<file path="src/verilog/eeprom_pkg.sv">
// Constants and carrier types shared by the two-wire EEPROM slave
package eeprom_pkg;
  // Clock rate and transmit hold time after a clock fall
  localparam int CLK_MHZ = 200;
  localparam int TX_HOLD_NS = 300;
  localparam int HOLD_CYC = (TX_HOLD_NS * CLK_MHZ + 999) / 1000;
  localparam int DLY_W = 7;
  // Self-timed write cycle length
  localparam int T_WR_MS = 5;
  localparam int WR_CYC = T_WR_MS * 1000 * 1000 / (1000 / CLK_MHZ);
  // Pin sampling: scl, sda, then three select straps
  localparam int SYNC_W = 5;
  localparam logic [4:0] SYNC_RST = 5'h03;
  localparam int SCL_IDX = 0;
  localparam int SDA_IDX = 1;
  localparam int SEL_LO = 2;
  localparam int SEL_HI = 4;
  // Word address and page geometry
  localparam int ADDR_W = 12;
  localparam int PAGE_W = 5;
  localparam int PAGE_BYTES = 32;
  localparam logic [11:0] PTR_RST = 12'h000;
  // Byte framing and control byte fields
  localparam int BYTE_BITS = 8;
  localparam logic [3:0] LAST_BIT = 4'h7;
  localparam logic [3:0] ACK_BIT = 4'h8;
  localparam logic [3:0] ACK_DONE = 4'h9;
  localparam int CODE_HI = 7;
  localparam int CODE_LO = 4;
  localparam int CSEL_HI = 3;
  localparam int CSEL_LO = 1;
  localparam int DIR_BIT = 0;
  localparam logic DIR_READ = 1'b1;
  // Device type code; value is arbitrary
  localparam logic [3:0] DEV_TYPE_DEF = 4'h5;
  // Bus sequencing and write-cycle states
  typedef enum logic [2:0] {B_IDLE, B_CTRL, B_AHI, B_ALO, B_DATA, B_SKIP} bus_st_t;
  typedef enum logic [1:0] {C_IDLE, C_SCAN, C_WAIT} cm_st_t;
  // One received data byte and its slot in the page
  typedef struct packed {
    logic [PAGE_W-1:0] idx;
    logic [7:0] data;
  } rx_word_t;
endpackage : eeprom_pkg

</file>
<file path="src/verilog/page_buffer.sv">
// Page buffer memory with registered read data
`timescale 1ns/100ps
`default_nettype none
module page_buffer #(
  parameter int WIDTH = 8, // Word width
  parameter int DEPTH = 32, // Number of words
  parameter int AW = 5 // Address width
) (
  input wire logic clk, // Clock
  input wire logic rst, // Async reset, active high
  input wire logic we, // Write strobe
  input wire logic [AW-1:0] waddr, // Write address
  input wire logic [WIDTH-1:0] wdata, // Write data
  input wire logic [AW-1:0] raddr, // Read address
  output logic [WIDTH-1:0] rdata // Read data, one cycle late
);
  logic [WIDTH-1:0] mem_q [DEPTH];
  logic [WIDTH-1:0] rdata_q;

  // Storage carries no reset; the read port samples any slot, written or not
  always_ff @(posedge clk) begin
    if (we) begin
      mem_q[waddr] <= wdata;
    end
  end

  // Read register clears the output in reset, then follows the addressed word
  always_ff @(posedge clk or posedge rst) begin
    if (rst) begin
      rdata_q <= '0;
    end else begin
      rdata_q <= mem_q[raddr];
    end
  end

  assign rdata = rdata_q;
endmodule : page_buffer
`default_nettype wire

</file>
<file path="src/verilog/skid_fifo.sv">
// Small valid/ready buffer between the bit engine and the page buffer
`timescale 1ns/100ps
`default_nettype none
module skid_fifo #(
  parameter int WIDTH = 13, // Word width
  parameter int DEPTH = 2 // Number of entries
) (
  input wire logic clk, // Clock
  input wire logic rst, // Async reset, active high
  input wire logic in_valid, // Word offered
  output logic in_ready, // Room for a word
  input wire logic [WIDTH-1:0] in_data, // Offered word
  output logic out_valid, // Word available
  input wire logic out_ready, // Drain accepts the word
  output logic [WIDTH-1:0] out_data // Oldest word
);
  localparam int PW = (DEPTH > 1) ? $clog2(DEPTH) : 1;
  logic [WIDTH-1:0] mem_q [DEPTH];
  logic [PW-1:0] wp_q, wp_d, rp_q, rp_d;
  logic [PW:0] cnt_q, cnt_d;
  logic push, pop;

  assign in_ready = (cnt_q != (PW+1)'(DEPTH));
  assign out_valid = (cnt_q != '0);
  assign out_data = mem_q[rp_q];
  assign push = in_valid & in_ready;
  assign pop = out_valid & out_ready;

  // Pointers wrap at DEPTH, which need not be a power of two
  always_comb begin
    wp_d = wp_q;
    rp_d = rp_q;
    if (push) begin
      wp_d = (wp_q == PW'(DEPTH - 1)) ? '0 : wp_q + 1'b1;
    end
    if (pop) begin
      rp_d = (rp_q == PW'(DEPTH - 1)) ? '0 : rp_q + 1'b1;
    end
    cnt_d = cnt_q + (PW+1)'(push) - (PW+1)'(pop);
  end

  always_ff @(posedge clk or posedge rst) begin
    if (rst) begin
      wp_q <= '0;
      rp_q <= '0;
      cnt_q <= '0;
    end else begin
      wp_q <= wp_d;
      rp_q <= rp_d;
      cnt_q <= cnt_d;
    end
  end

  // Entry storage
  always_ff @(posedge clk) begin
    if (push) begin
      mem_q[wp_q] <= in_data;
    end
  end
endmodule : skid_fifo
`default_nettype wire

</file>
<file path="src/verilog/eeprom_twowire_slave.sv">
// Two-wire serial EEPROM slave: framing, addressing, page buffer, write cycle
// Notes on behaviour
// - Data stays stable while clock high; changes then mean START or STOP.
// - Data falling while clock high is taken as START.
// - Data rising while clock high is taken as STOP.
// - One clock pulse per bit; data changes only while clock low.
// - Every byte received while addressed is acknowledged on a ninth pulse.
// - No acknowledge at all while the internal write cycle runs.
// - Acknowledge holds data low through the whole ninth clock high phase.
// - On a read the slave leaves data high after the master's no-ack.
// - First byte after START is type code, three selects, direction.
// - Control byte acknowledged only on code and select match; direction chosen.
// - After write control, high then low address bytes load, each acknowledged.
// - Bytes arrive most significant bit first, high address byte first.
// - Data byte acknowledged; following STOP starts the self-timed write.
// - Up to 32 data bytes buffered, committed to the array after STOP.
// - Only low five pointer bits step per byte; excess bytes overwrite.
// - Page write wraps to start of its own aligned page.
// - Polling with write control gets no-ack while busy, ack after.
// - Data line changes only a minimum hold after each clock fall.
`timescale 1ns/100ps
`default_nettype none
module eeprom_twowire_slave
  import eeprom_pkg::*;
#(
  parameter logic [3:0] DEV_TYPE = DEV_TYPE_DEF, // Type code; value is arbitrary
  parameter int WR_CYCLES = WR_CYC, // Self-timed write length in cycles
  parameter int TX_HOLD = HOLD_CYC // Hold after clock fall in cycles
) (
  input wire logic mclk, // 200 MHz system clock
  input wire logic rst, // Async reset, active high
  input wire logic scl_in, // Serial clock pin
  input wire logic sda_in, // Serial data pin level
  output logic sda_out, // Data pin drive value, always low
  output logic sda_oe_n, // Data pin enable, low pulls line low
  input wire logic [2:0] chip_select_straps, // Strapped select levels
  output logic write_busy, // Internal write cycle in progress
  output logic arr_we, // Array write strobe
  output logic [ADDR_W-1:0] arr_addr, // Array write address
  output logic [7:0] arr_data // Array write data
);
  localparam int TW = $clog2(WR_CYCLES + 1);

  // Pin sampling: three flops, then a change counts once two agree
  logic [SYNC_W-1:0] pin_w, s1_q, s2_q, s3_q, flt_q, flt_d;
  assign pin_w = {chip_select_straps, sda_in, scl_in};

  genvar g;
  for (g = 0; g < SYNC_W; g++) begin : g_flt
    assign flt_d[g] = (s2_q[g] == s3_q[g]) ? s3_q[g] : flt_q[g];
  end

  always_ff @(posedge mclk or posedge rst) begin
    if (rst) begin
      s1_q <= SYNC_RST;
      s2_q <= SYNC_RST;
      s3_q <= SYNC_RST;
      flt_q <= SYNC_RST;
    end else begin
      s1_q <= pin_w;
      s2_q <= s1_q;
      s3_q <= s2_q;
      flt_q <= flt_d;
    end
  end

  // Bus events, seen one cycle before the filtered level registers
  logic scl_rise, scl_fall, start_det, stop_det, sda_f;
  logic [2:0] sel_f;
  assign sda_f = flt_q[SDA_IDX];
  assign sel_f = flt_q[SEL_HI:SEL_LO];
  assign scl_rise = flt_d[SCL_IDX] & ~flt_q[SCL_IDX];
  assign scl_fall = ~flt_d[SCL_IDX] & flt_q[SCL_IDX];
  assign start_det = flt_q[SCL_IDX] & flt_d[SCL_IDX] & sda_f & ~flt_d[SDA_IDX];
  assign stop_det = flt_q[SCL_IDX] & flt_d[SCL_IDX] & ~sda_f & flt_d[SDA_IDX];

  // Buffer and page memory links
  rx_word_t f_in, f_word;
  logic [$bits(rx_word_t)-1:0] f_out;
  logic f_iv, f_ir, f_ov, f_or;
  assign f_word = f_out;

  // Bus sequencing state
  bus_st_t st_q, st_d;
  logic [3:0] bit_q, bit_d;
  logic [7:0] sh_q, sh_d;
  logic ack_q, ack_d, drv_q, drv_d, oe_q, oe_d, commit_go;
  logic [DLY_W-1:0] dly_q, dly_d, since_q, since_d;
  logic [ADDR_W-1:0] ptr_q, ptr_d;

  // Write-cycle state
  cm_st_t cm_q, cm_d;
  logic [5:0] cidx_q, cidx_d;
  logic [TW-1:0] tmr_q, tmr_d;
  logic [PAGE_BYTES-1:0] mask_q, mask_d;
  logic busy_q, busy_d, we_q, we_d;
  logic [ADDR_W-1:0] addr_q, addr_d;

  // Bit engine: shifting, byte decisions, acknowledge drive and pointer
  always_comb begin
    st_d = st_q;
    bit_d = bit_q;
    sh_d = sh_q;
    ack_d = ack_q;
    drv_d = drv_q;
    oe_d = oe_q;
    ptr_d = ptr_q;
    f_iv = 1'b0;
    f_in = '{idx: ptr_q[PAGE_W-1:0], data: sh_q};
    commit_go = 1'b0;
    dly_d = dly_q;
    since_d = (since_q == '1) ? since_q : since_q + 7'h01;
    if (scl_fall) begin
      since_d = '0;
    end
    if (dly_q != '0) begin
      dly_d = dly_q - 7'h01;
    end
    if (dly_q == 7'h01) begin
      oe_d = ~drv_q;
    end
    if (scl_rise && bit_q < ACK_BIT) begin
      sh_d = {sh_q[6:0], sda_f};
      bit_d = bit_q + 4'h1;
      if (bit_q == LAST_BIT) begin
        f_in = '{idx: ptr_q[PAGE_W-1:0], data: sh_d};
        unique case (st_q)
          B_CTRL: begin
            ack_d = (sh_d[CODE_HI:CODE_LO] == DEV_TYPE) &&
                    (sh_d[CSEL_HI:CSEL_LO] == sel_f) && !busy_q;
            if (!ack_d) begin
              st_d = B_SKIP;
            end else if (sh_d[DIR_BIT] == DIR_READ) begin
              st_d = B_SKIP;
            end else begin
              st_d = B_AHI;
            end
          end
          B_AHI: begin
            ack_d = 1'b1;
            ptr_d[ADDR_W-1:8] = sh_d[3:0];
            st_d = B_ALO;
          end
          B_ALO: begin
            ack_d = 1'b1;
            ptr_d[7:0] = sh_d;
            st_d = B_DATA;
          end
          B_DATA: begin
            f_iv = 1'b1;
            ack_d = f_ir;
            if (f_ir) begin
              ptr_d[PAGE_W-1:0] = ptr_q[PAGE_W-1:0] + 5'h01;
            end
          end
          B_IDLE, B_SKIP: begin
            ack_d = 1'b0;
          end
        endcase
      end
    end else if (scl_rise) begin
      bit_d = ACK_DONE;
    end
    if (scl_fall && bit_q == ACK_BIT) begin
      drv_d = ack_q;
      dly_d = 7'(TX_HOLD);
    end
    if (scl_fall && bit_q == ACK_DONE) begin
      drv_d = 1'b0;
      dly_d = 7'(TX_HOLD);
      bit_d = '0;
    end
    if (start_det) begin
      st_d = B_CTRL;
      bit_d = '0;
      ack_d = 1'b0;
      drv_d = 1'b0;
      oe_d = 1'b1;
      dly_d = '0;
    end
    if (stop_det) begin
      st_d = B_IDLE;
      bit_d = '0;
      ack_d = 1'b0;
      drv_d = 1'b0;
      oe_d = 1'b1;
      dly_d = '0;
      commit_go = (st_q == B_DATA) && ((mask_q != '0) || f_ov) && !busy_q;
    end
  end

  always_ff @(posedge mclk or posedge rst) begin
    if (rst) begin
      st_q <= B_IDLE;
      bit_q <= '0;
      sh_q <= '0;
      ack_q <= 1'b0;
      drv_q <= 1'b0;
      oe_q <= 1'b1;
      dly_q <= '0;
      since_q <= '0;
      ptr_q <= PTR_RST;
    end else begin
      st_q <= st_d;
      bit_q <= bit_d;
      sh_q <= sh_d;
      ack_q <= ack_d;
      drv_q <= drv_d;
      oe_q <= oe_d;
      dly_q <= dly_d;
      since_q <= since_d;
      ptr_q <= ptr_d;
    end
  end

  // The page buffer drains this buffer only while the scan index is zero
  skid_fifo #(
    .WIDTH($bits(rx_word_t)),
    .DEPTH(2)
  ) u_fifo (
    .clk(mclk),
    .rst(rst),
    .in_valid(f_iv),
    .in_ready(f_ir),
    .in_data(f_in),
    .out_valid(f_ov),
    .out_ready(f_or),
    .out_data(f_out)
  );

  page_buffer #(
    .WIDTH(8),
    .DEPTH(PAGE_BYTES),
    .AW(PAGE_W)
  ) u_pbuf (
    .clk(mclk),
    .rst(rst),
    .we(f_ov & f_or),
    .waddr(f_word.idx),
    .wdata(f_word.data),
    .raddr(cidx_q[PAGE_W-1:0]),
    .rdata(arr_data)
  );

  // Commit: scan the page, emit marked bytes, then hold busy for the write time
  always_comb begin
    cm_d = cm_q;
    cidx_d = cidx_q;
    tmr_d = tmr_q;
    mask_d = mask_q;
    we_d = 1'b0;
    addr_d = addr_q;
    f_or = (cidx_q == '0);
    if (f_ov && f_or) begin
      mask_d[f_word.idx] = 1'b1;
    end
    unique case (cm_q)
      C_IDLE: begin
        if (commit_go) begin
          cm_d = C_SCAN;
        end
      end
      C_SCAN: begin
        if (cidx_q == 6'(PAGE_BYTES)) begin
          cm_d = C_WAIT;
          cidx_d = '0;
          mask_d = '0;
          tmr_d = TW'(WR_CYCLES - 1);
        end else if (!f_ov) begin
          we_d = mask_q[cidx_q[PAGE_W-1:0]];
          addr_d = {ptr_q[ADDR_W-1:PAGE_W], cidx_q[PAGE_W-1:0]};
          cidx_d = cidx_q + 6'h01;
        end
      end
      C_WAIT: begin
        if (tmr_q == '0) begin
          cm_d = C_IDLE;
        end else begin
          tmr_d = tmr_q - TW'(1);
        end
      end
    endcase
    busy_d = (cm_d != C_IDLE);
  end

  always_ff @(posedge mclk or posedge rst) begin
    if (rst) begin
      cm_q <= C_IDLE;
      cidx_q <= '0;
      tmr_q <= '0;
      mask_q <= '0;
      busy_q <= 1'b0;
      we_q <= 1'b0;
      addr_q <= '0;
    end else begin
      cm_q <= cm_d;
      cidx_q <= cidx_d;
      tmr_q <= tmr_d;
      mask_q <= mask_d;
      busy_q <= busy_d;
      we_q <= we_d;
      addr_q <= addr_d;
    end
  end

  // Open-drain pin: only ever pulled low
  assign sda_out = 1'b0;
  assign sda_oe_n = oe_q;
  assign write_busy = busy_q;
  assign arr_we = we_q;
  assign arr_addr = addr_q;
endmodule : eeprom_twowire_slave
`default_nettype wire

</file>
<file path="config.mk">
export PLATFORM = sky130hd
export DESIGN_NAME = eeprom_twowire_slave
export DESIGN_NICKNAME = d
export VERILOG_FILES = /design/src/verilog/eeprom_pkg.sv /design/src/verilog/page_buffer.sv /design/src/verilog/skid_fifo.sv /design/src/verilog/eeprom_twowire_slave.sv
export SDC_FILE = /design/constraint.sdc
export NUM_CORES = 1
export LEC_CHECK = 0
export BUFFER_PORTS_ARGS = -buffer_cell sky130_fd_sc_hd__buf_2
export CAP_MARGIN = 20
export CORE_ASPECT_RATIO = 0.7
export CORE_MARGIN = 4
export CORE_UTILIZATION = 40
export DETAILED_ROUTE_END_ITERATION = 8
export PLACE_DENSITY_LB_ADDON = 0.08
export SETUP_SLACK_MARGIN = 0.02
export SLEW_MARGIN = 30
export SYNTH_ARGS = -nofsm -noshare
export SYNTH_HDL_FRONTEND = slang
export SYNTH_SLANG_ARGS = --single-unit
</file>
<file path="constraint.sdc">
create_clock -name mclk -period 4.9 [get_ports mclk]
set_clock_uncertainty 0.05 [all_clocks]
set_input_delay 0.245 -clock mclk [delete_from_list [all_inputs] [get_ports mclk]]
set_output_delay 0.245 -clock mclk [all_outputs]
set_load 0.005 [all_outputs]
</file>
==> impl_results.md, run 1 <==
* 1st-iter DRT viols at 819
* CTS sink cnt at 425
* Clk_lat worst skew at 560 ps
* Initial core utilization at 40.8%
* Count of different cell masters after synthesis at 75
* Die W at 257 um
* Worst hold path type: primary input to asynchronous set/reset pin
* Worst setup SP type: flip-flop
* CTS tree: yes
* Cts repair resizes at 0
* VDD IR-drop max at 243 uV
* Worst Tran Pin Value at 972 ps
* R2R cell count at 6
* Simple-gate share of the synthesized area at 8.19%
* H-tree Lvls at 2
* RSZ-0062 raised after global routing: false
* PwrDens at 506 nW/um^2
* Data arrival, critical path at 4070 ps
* Syn_area_per_cell at 15.6 sq um
* Crit. End Element: flip-flop
* Post-synthesis async set-or-reset flop share at 33.6%
* # diodes at 0
* IO Port Bufs at 29
* Final setup TNS at 0 ps
* Number of synthesized register bits at 425
* Main combinational cell family by area after synthesis: multiplexers
* Post-route DRC at 0
* CTS max path bufs at 3
* Final #Nets at 1178
* Critical path required time at 5020 ps
* Fmax at 253 MHz
* Compound-gate portion of the synthesized area at 6.09%
* Max-cap violations at 0
* Slew Limit Headroom at 35.2%
* Post-CTS setup buffer count at 0
* Largest net degree at the start of global routing at 70
* CTS Buf Count at 43
* Post-synth EDFFs at 282
* Remaining antenna violation count at 0
* Setup violators final at 0
* Register area share after synthesis at 69.2%
* Setup CP Type: flip-flop to flip-flop
* Via/cell ratio at 5.56
* Final period utilization at 80.5%
* Initial antenna violation count at 1
* Die height at 183 um
* All-Layer GR Usage at 19.2%
* Post-Synth XOR/XNOR Area at 1.31%
* Reg clk slew, reported paths at 70 ps
* Fill count at 3750
* Yosys Warn Count at 0
* Via count at 9872
* Clock Tree Root: clkbuf_16
* Slew Viols, Final at 0
* Vias in the first global route at 9752
* Minimum clock period at 3950 ps
* Max FO, Critical Path at 35
* Area grow syn2layout at 13.5%
* Synth Area in Adders at 1.18%
* Routed wire length at 44600 um
* Leak at 7.12 nW
* Grt total ovfl at 0
* Dominant cell type by area after synthesis: edfxtp_1
* RD Place Congestion at 0.799
* Outcome: complete, no violations
* IO Pins at 31
* Mux cell area share after synthesis at 12.3%
* Die ar. at 47000 sq um
* Synth Flop Type: edfxtp_1
* Synth Instances at 1114
* Row count at 63
* Synth area leaders: edfxtp_1 (49%), dfrtp_1 (19%), mux4_2 (8.4%)
* Layout cell share with drive strength beyond 1 at 21.0%
* Post-detail-place hpwl at 28300 um
* First-pass detailed-route iteration total at 5
* Share of the synthesized area in the top cell type at 48.6%
* Core Box Area at 42600 sq um
* Total power at 0.0100 W
* First-pass GRT wire length at 66700 um
* Mapped cell area at 17400 sq um
* Final Hold Violating Endpoints at 0
* Synth Net Count at 1135
* Routed len/inst at 25.1 um
## cell type report
class	instances	area [sq um]	area share (%)
clock buffers	52	1160	5.88
clock inverters	27	325	1.65
inverters	21	83.8	0.424
multi-input cells	617	5080	25.7
flip-flops and latches	425	12100	61.0
well taps	585	732	3.70
repair buffers	49	330	1.67
## final timing paths
path | startpoint | end | slack (ps)
worst max-delay path | cidx_q[0] | u_pbuf.mem_q[9][4] | 950
worst min-delay path | rst | tmr_q[5] | 250
worst max register to register | cidx_q[0] | u_pbuf.mem_q[9][4] | 950
worst min register to register | s1_q[2] | s2_q[2] | 300
max in group asynchronous | rst | cidx_q[0] | 3430
min in group mclk | chip_select_straps[2] | s1_q[4] | 280
## routing by layer
layer  part of all wire, %  wire, um  global-route usage [%]  vias to the layer above
met5                     0         0                       0                        -
li1                      -         -                       -                     4356
met2                    39     17400                    25.0                      352
met1                    51     22600                    31.4                     5112
met4                   1.7       772                    4.10                        0
met3                   8.4      3730                    5.45                       52
## synth_stat cells (all sizes together) (5+ instances only)
cell type	count
a211oi	7
a21oi	37
and3	7
buf	25
clkbuf	26
dfrtp	134
dfstp	9
edfxtp	282
ha	14
inv	21
mux2	34
mux2i	29
mux4	65
nand2	99
nand2b	7
nand3	17
nand3b	8
nor2	83
nor3	9
nor4	19
o21a	34
o21ai	23
o221ai	16
o22ai	9
or2	12
or3	5
xnor2	18
xor2	8
## repair_timing
item,4_1_cts,5_1_grt
hold buffers,6,0
setup endpoints to repair,0,0
hold endpoints to repair,54,0
## cells by family after synthesis
group,count (synthesis)
DFF,425
and+or+nand+nor,292
AOI/OAI and AO/OA,153
muxes,128
buffers and inverters,72
xor gates and xnor gates,26
adders and majority gates,17
other,1
## flip-flops by register name, summed over array words and instances (netlist names), 2 cells and up
register,cells
u_pbuf.mem_q,256
mask_q,32
u_fifo.mem_q,26
tmr_q,20
arr_addr,12
ptr_q,12
sh_q,8
u_pbuf.rdata,8
dly_q,7
cidx_q,6
flt_q,5
s1_q,5
s2_q,5
s3_q,5
bit_q,4
st_q,3
cm_q,2
u_fifo.cnt_q,2
## power breakdown
group | total [W] | internal, W | switching [W] | leakage (nW)
combinational | 0.00185 | 0.000756 | 0.00110 | 2.01
clock | 0.00347 | 0.00207 | 0.00140 | 0.717
sequential | 0.00469 | 0.00435 | 0.000341 | 4.40
## cells in the final DEF (no fill, tap or decap), types with 10 or more instances in the layout
master     synthesis  routed
a21oi_1           37      37
clkbuf_16          0      45
inv_1             21      20
nor4_1            18      18
buf_4              1      11
ha_1              14      14
mux2i_1           29      29
o21ai_0           21      21
nor2_1            83      83
nand2_1           99      99
clkinv_2           0      10
o21a_1            34      34
edfxtp_1         282     282
mux4_2            65      65
buf_2             12      29
or2_2             11      11
nand3_1           16      16
dfrtp_1          134     131
o221ai_1          16      16
mux2_2            34      33
xnor2_1           18      18
## per-stage QoR
stage	utilization [%]	setup slack [ps]	instances	instance area, sq um	hold WS [ps]
5_1_grt	46.4	748	1776	19800	283
2_1_floorplan	-	782	1114	17400	199
4_1_cts	46.3	952	1775	19700	250
3_5_place_dp	42.7	939	1690	18200	286
6_report	46.4	954	1776	19800	251
3_3_place_gp	42.7	1090	1690	18200	295
## worst max-delay path, stage by stage, from the launching register on
cell,delay [ps]
dfrtp_4,710
inv_1,160
ha_1,180
or4b_2,670
nor3_2,380
nand2_1,540
nor2_1,880
Note: power is estimated with default switching activity, not from simulation.
==> run 2: changes to the inputs <==
- ABC_AREA: unset -> 1
- clock period: 4.9 -> 4.1 ns (I/O delays scaled with it)
==> run 2 against run 1 <==
Against the previous run:
- first-iteration DRC count up 60%
- sequential share of layout area down 1.7 points
- fmax increased by 26%
- core utilization fell by 0.37 points
- critical path type unchanged
- critical endpoint is now u_pbuf.mem_q[18][6]
- largest cell class unchanged
- largest power group unchanged
==> impl_results.md, run 2 <==
* Via/cell ratio at 5.18 (-6.8%)
* Most numerous cell in the Yosys netlist: nand2_1
* Layout cell share with drive strength beyond 1 at 8.77% (-12 points)
* 1st-iter DRT viols at 1309 (+60%)
* CTS tree: yes
* Worst setup SP type: flip-flop
* Final Hold Violating Endpoints at 0 (unchanged)
* Most common cell after layout, fill and taps aside: nand2_1
* Row count at 64 (+1.6%)
* Synth Flop Type: edfxtp_1
* Setup CP Type: flip-flop to flip-flop
* Synth area leaders: edfxtp_1 (47%), dfrtp_1 (18%), nand2_1 (6.8%)
* Reg2reg start: cidx_q[0]
* Largest net degree at the start of global routing at 84 (+20%)
* All-Layer GR Usage at 19.0% (-0.15 points)
* Fill count at 4179 (+11%)
* Clock Tree Root: clkbuf_16
* Number of flip-flops in the largest register at 256 (unchanged)
* Yosys Warn Count at 0 (unchanged)
* Mapped cell area at 18100 sq um (+4.1%)
* # diodes at 0 (unchanged)
* Cts repair resizes at 0 (unchanged)
* Largest Register: u_pbuf.mem_q
* Count of different cell masters after synthesis at 41 (-45%)
* Dominant cell type by area after synthesis: edfxtp_1
* Syn_area_per_cell at 10.2 sq um (-34%)
* Data arrival, critical path at 3240 ps (-830 ps)
* Synth top cells by count: nand2_1 (330), nor2_1 (310), edfxtp_1 (282), o21ai_0 (220), dfrtp_1 (134)
* Hold buffer count at cts at 6 (unchanged)
* Vias in the first global route at 12000 (+23%)
* Post-detail-place hpwl at 29600 um (+4.5%)
* Slew Viols, Final at 0 (unchanged)
* VDD IR-drop max at 339 uV (+39%)
* Capturing point of the worst reg2reg path: u_pbuf.mem_q[18][6]
* Total power at 0.00884 W (-12%)
* Post-CTS setup buffer count at 0 (unchanged)
* Via count at 12600 (+27%)
* Die height at 186 um (+2.0%)
* RSZ-0062 raised after global routing: false
* H-tree Lvls at 2 (unchanged)
* Most frequent cells in the layout: nand2_1 (329), nor2_1 (310), edfxtp_1 (282)
* Register area share after synthesis at 66.5% (-2.7 points)
* Area grow syn2layout at 12.1%
* Max-cap violations at 0 (unchanged)
* Post-synthesis async set-or-reset flop share at 33.6% (unchanged)
* CP endpoint: u_pbuf.mem_q[18][6]
* Post-DP Area at 19000 sq um (+4.2%)
* R2r setup slk at 980 ps (+20 ps)
* Synth Net Count at 1791 (+58%)
* Final #Nets at 1825 (+55%)
* Clk_lat worst skew at 540 ps (-20 ps)
* Setup WS post-layout at 977 ps (+23.0 ps)
* Fmax at 320 MHz (+26%)
* CTS max path bufs at 3 (unchanged)
* Reg clk slew, reported paths at 60 ps (about the same)
* Share of the synthesized area in the top cell type at 46.7% (-1.9 points)
* Minimum clock period at 3120 ps (-823 ps)
* Critical path required time at 4220 ps (-800 ps)
* Hold Slack at 249 ps (-2.24 ps)
* Worst Tran Pin Value at 876 ps (-96.6 ps)
* RD Place Congestion at 0.866 (+8.4%)
* Outcome: complete, no violations
* R2R cell count at 8 (+2)
* Post-route DRC at 0 (unchanged)
* Worst hold path type: primary input to flip-flop
* CTS Buf Count at 43 (unchanged)
* IO Pins at 31 (unchanged)
* First-pass detailed-route iteration total at 6 (+1)
* CTS sink cnt at 425 (unchanged)
* Die W at 262 um (+2.0%)
* Final setup TNS at 0 ps (unchanged)
* Die ar. at 48900 sq um (+4.0%)
* Number of synthesized register bits at 425 (unchanged)
* IO Port Bufs at 29 (unchanged)
* Top flop regs: u_pbuf.mem_q (256), mask_q (32), u_fifo.mem_q (26)
* PwrDens at 435 nW/um^2 (-14%)
* Initial antenna violation count at 0 (-1)
* Slew Limit Headroom at 41.5% (+6.3 points)
* Core Box Area at 44200 sq um (+3.7%)
* Leak at 8.36 nW (+17%)
* Routed wire length at 46600 um (+4.5%)
* Initial core utilization at 41.0% (+0.19 points)
* First-pass GRT wire length at 72700 um (+9.0%)
* Grt total ovfl at 0 (unchanged)
* Remaining antenna violation count at 0 (unchanged)
* Routed len/inst at 19.2 um (-24%)
* Crit. End Element: flip-flop
* Max FO, Critical Path at 45 (+29%)
* Design area at 20300 sq um (+2.8%)
* Synth Instances at 1770 (+59%)
* Final period utilization at 76.2% (-4.4 points)
* Post-synth EDFFs at 282 (unchanged)
* CP Launch Point: cidx_q[0]
* Setup WS pre-CTS at 952 ps (+12.5 ps)
* Setup violators final at 0 (unchanged)
## run 2: cell types whose count changed in the layout (fill, tap and decap cells not counted), moves of 20 or more
| cell | delta |
|---|---|
| inv_1 | +93 |
| nor2_1 | +227 |
| o21a_1 | -31 |
| buf_4 | +20 |
| o21ai_0 | +199 |
| mux2i_1 | -29 |
| nand3_1 | +70 |
| nor3_1 | +26 |
| mux4_2 | -65 |
| nand2_1 | +230 |
| a21oi_1 | +27 |
| mux2_2 | -33 |
## run 2: where the power goes
part           internal, W  leakage, nW  switching [W]  total, W
registers          0.00464         4.45      0.0000676   0.00471
logic             0.000144         3.26       0.000245  0.000389
clock network      0.00211        0.641        0.00164   0.00375
total              0.00689         8.36        0.00195   0.00884
## run 2: how the worst min path moves through the flow
stage | start | to | cells after the start
floorplan | scl_in | s1_q[0] | 0
global placement | scl_in | s1_q[0] | 1
detailed placement | scl_in | s1_q[0] | 1
CTS | chip_select_straps[2] | s1_q[4] | 2
global route | scl_in | s1_q[0] | 2
finish | scl_in | s1_q[0] | 2
## run 2: area by class of cell
| class | instances | area (sq um) | area share, % |
|---|---|---|---|
| inverters | 122 | 464 | 2.28 |
| clock buffers | 60 | 1200 | 5.91 |
| flip-flops and latches | 425 | 12100 | 59.3 |
| repair buffers | 67 | 458 | 2.25 |
| well taps | 594 | 743 | 3.66 |
| multi-input cells | 1145 | 5290 | 26.0 |
| clock inverters | 17 | 111 | 0.548 |
## run 2: critical path: stages (launching register included)
cell     delay (ps)
dfrtp_4         690
inv_2           130
ha_1            160
nand3_1          70
inv_1           120
nand4_4         190
nor3_4          450
inv_2           260
nor2_1          610
## run 2: logic make-up after synthesis
kind of cell	Yosys count	share of synthesized area [%]
adders and majority gates	17	1.13
and+or+nand+nor	787	17.8
AOI/OAI and AO/OA	318	9.10
xor gates and xnor gates	22	1.06
other	1	0.0207
DFF	425	66.5
buffers and inverters	200	4.35
## run 2: metrics by stage
stage | std cells | util [%]
2_1_floorplan | 1770 | -
3_3_place_gp | 2347 | 42.9
3_5_place_dp | 2347 | 42.9
4_1_cts | 2430 | 46.0
5_1_grt | 2430 | 46.0
6_report | 2430 | 46.0
## run 2: routing by layer
layer / routed length [um] / global-route usage [%]
met1: 23700 / 30.6
met2: 19200 / 27.0
met3: 2960 / 3.66
met4: 646 / 3.35
met5: 0 / 0
==> run 3: changes to the inputs <==
- clock period: 4.1 -> 3.2 ns (I/O delays scaled with it)
==> run 3 against run 2 <==
Against the previous run:
- fmax grew 8.8%
- via count grew 0.72%
- power grew 31%
- critical path type unchanged
- largest cell class unchanged
==> impl_results.md, run 3 (same netlist as run 2, synthesis figures left out) <==
* Outcome: complete, no violations
* Reg clk slew, reported paths at 70 ps (about the same)
* Routed wire length at 47500 um (+1.9%)
* Pint at 0.00904 W (+31%)
* IO Port Bufs at 29 (unchanged)
* Worst hold path type: primary input to asynchronous set/reset pin
* Area grow syn2layout at 13.7%
* IO Pins at 31 (unchanged)
* CP endpoint: u_pbuf.mem_q[6][5]
* Final setup TNS at 0 ps (unchanged)
* # diodes at 0 (unchanged)
* PwrDens at 562 nW/um^2 (+29%)
* RSZ-0062 raised after global routing: false
* Largest Register: u_pbuf.mem_q
* Number of flip-flops in the largest register at 256 (unchanged)
* Post-detail-place hpwl at 30100 um (+1.9%)
* Setup WS post-layout at 330 ps (-647 ps)
* Largest net degree at the start of global routing at 164 (+95%)
* Max-cap violations at 0 (unchanged)
* Top flop regs: u_pbuf.mem_q (256), mask_q (32), u_fifo.mem_q (26)
* Reg2reg start: u_fifo.rp_q
* Leak at 8.52 nW (+2.0%)
* Core Box Area at 44200 sq um (unchanged)
* CTS max path bufs at 3 (unchanged)
* Setup WS pre-CTS at 300 ps (-651 ps)
* Layout cell share with drive strength beyond 1 at 9.99% (+1.2 points)
* Critical path required time at 3340 ps (-880 ps)
* Chain of cells forming the critical path: inv_2 -> or2_2 -> o21ai_0 -> nand2_1 -> nor2_1 -> inv_1 -> nor2_1
* Grt total ovfl at 0 (unchanged)
* First-pass GRT wire length at 74200 um (+2.1%)
* First-pass detailed-route iteration total at 5 (-1)
* CTS Buf Count at 44 (+2.3%)
* Buf/Inv on CP at 2 (-1)
* Row count at 64 (unchanged)
* Part of the power in registers at 52.1% (-1.1 points)
* Routed len/inst at 19.3 um (+0.84%)
* Clk pwr share at 43.7% (+1.3 points)
* Via/cell ratio at 5.16 (-0.34%)
* Net Sw Frac at 21.9% (-0.18 points)
* Clock Tree Root: clkbuf_16
* Clk_lat worst skew at 560 ps (+20 ps)
* Via count at 12700 (+0.72%)
* H-tree Lvls at 2 (unchanged)
* Crit path depth at 7 (-1)
* Fmax at 348 MHz (+8.8%)
* Most frequent cells in the layout: nand2_1 (330), nor2_1 (309), edfxtp_1 (282)
* R2R cell count at 7 (-1)
* Setup CP Type: flip-flop to flip-flop
* Worst Tran Pin Value at 905 ps (+29.5 ps)
* Initial core utilization at 41.0% (unchanged)
* Crit. End Element: flip-flop
* VDD IR-drop max at 287 uV (-15%)
* Initial antenna violation count at 0 (unchanged)
* Max FO, Critical Path at 14 (-69%)
* Final Hold Violating Endpoints at 0 (unchanged)
* Capturing point of the worst reg2reg path: u_pbuf.mem_q[6][5]
* Core Util, Final at 46.6% (+0.65 points)
* Vias in the first global route at 12200 (+1.9%)
* Setup violators final at 0 (unchanged)
* CTS tree: yes
* 1st-iter DRT viols at 1208 (-7.7%)
* Critical path's largest stage delay at 620 ps (-70 ps)
* Combinational power share at 4.2% (-0.2 points)
* Slowest cell on the critical path: dfrtp_1
* Final period utilization at 89.7% (+14 points)
* CP Launch Point: u_fifo.rp_q
* Die ar. at 48900 sq um (unchanged)
* Net Sw Power at 0.00254 W (+30%)
* Final #Nets at 1847 (+1.2%)
* RD Place Congestion at 0.815 (-5.9%)
* Most common cell after layout, fill and taps aside: nand2_1
* Data arrival, critical path at 3010 ps (-230 ps)
* CP top delay family: simple AND/OR/NAND/NOR gates
* CTS sink cnt at 425 (unchanged)
* Slew Limit Headroom at 39.7% (-1.8 points)
* Most common cell on crit path: nor2_1
* Minimum clock period at 2870 ps (-253 ps)
* Post-route DRC at 0 (unchanged)
* Die height at 186 um (unchanged)
* All-Layer GR Usage at 19.5% (+0.51 points)
* Worst setup SP type: flip-flop
* Slew Viols, Final at 0 (unchanged)
* Remaining antenna violation count at 0 (unchanged)
* R2r setup slk at 330 ps (-650 ps)
* Die W at 262 um (unchanged)
==> run 3: final cells by class <==
cell class | instances | area, sq um
Fill cell | 4179 | 23600
Sequential cell | 425 | 12100
Multi-Input combinational cell | 1145 | 5290
Clock buffer | 69 | 1280
Tap cell | 594 | 743
Timing Repair Buffer | 88 | 657
Inverter | 122 | 463
Clock inverter | 13 | 126
==> run 3: how the worst min path moves through the flow <==
| stage | startpoint | end | slack (ps) | cells after the start |
|---|---|---|---|---|
| after floorplan | scl_in | s1_q[0] | 110 | 0 |
| after global placement | scl_in | s1_q[0] | 220 | 1 |
| after detailed placement | chip_select_straps[2] | s1_q[4] | 220 | 1 |
| after CTS | scl_in | s1_q[0] | 170 | 2 |
| after global routing | rst | tmr_q[3] | 80 | 3 |
| final | rst | tmr_q[3] | 70 | 3 |
==> run 3: worst register-to-register path, delay by kind of cell, from the launching register on <==
family / cells / cell delay (ps)
flip-flops: 1 / 620
buffers and inverters: 2 / 360
AND/OR/NAND/NOR: 4 / 1310
AO/OA/AOI/OAI: 1 / 160
==> run 3: through the flow <==
step	instance area, sq um	instances	total power [W]	hold WS (ps)
6_report	20600	2456	0.0116	67.9
3_3_place_gp	19100	2367	0.00662	217
2_1_floorplan	18100	1770	0.00649	114
4_1_cts	20600	2455	0.0117	165
5_1_grt	20600	2456	0.0121	76.1
3_5_place_dp	19100	2367	0.00663	219
==> run 3: power groups by stage <==
stage	registers (W)	logic, W	clock network [W]
after global routing	0.00604	0.000576	0.00543
after CTS	0.00603	0.000494	0.00518
final	0.00603	0.000490	0.00506
after detailed placement	0.00614	0.000486	0
after global placement	0.00614	0.000482	0
after floorplan	0.00612	0.000371	0
==> run 3: layer usage <==
| layer | up-vias | wire length, um | GRT usage, % |
|---|---|---|---|
| met4 | 0 | 905 | 4.82 |
| met3 | 63 | 2700 | 3.30 |
| met5 | - | 0 | 0 |
| li1 | 6081 | - | - |
| met2 | 331 | 18900 | 26.9 |
| met1 | 6199 | 24900 | 31.9 |
==> run 3: repair_timing <==
action                                  CTS  global route
endpoints found under the hold margin    37             0
buffers inserted                          0             0
endpoints found under the setup margin    0             8
hold buffers                              6             0
gates resized for setup                   0             1
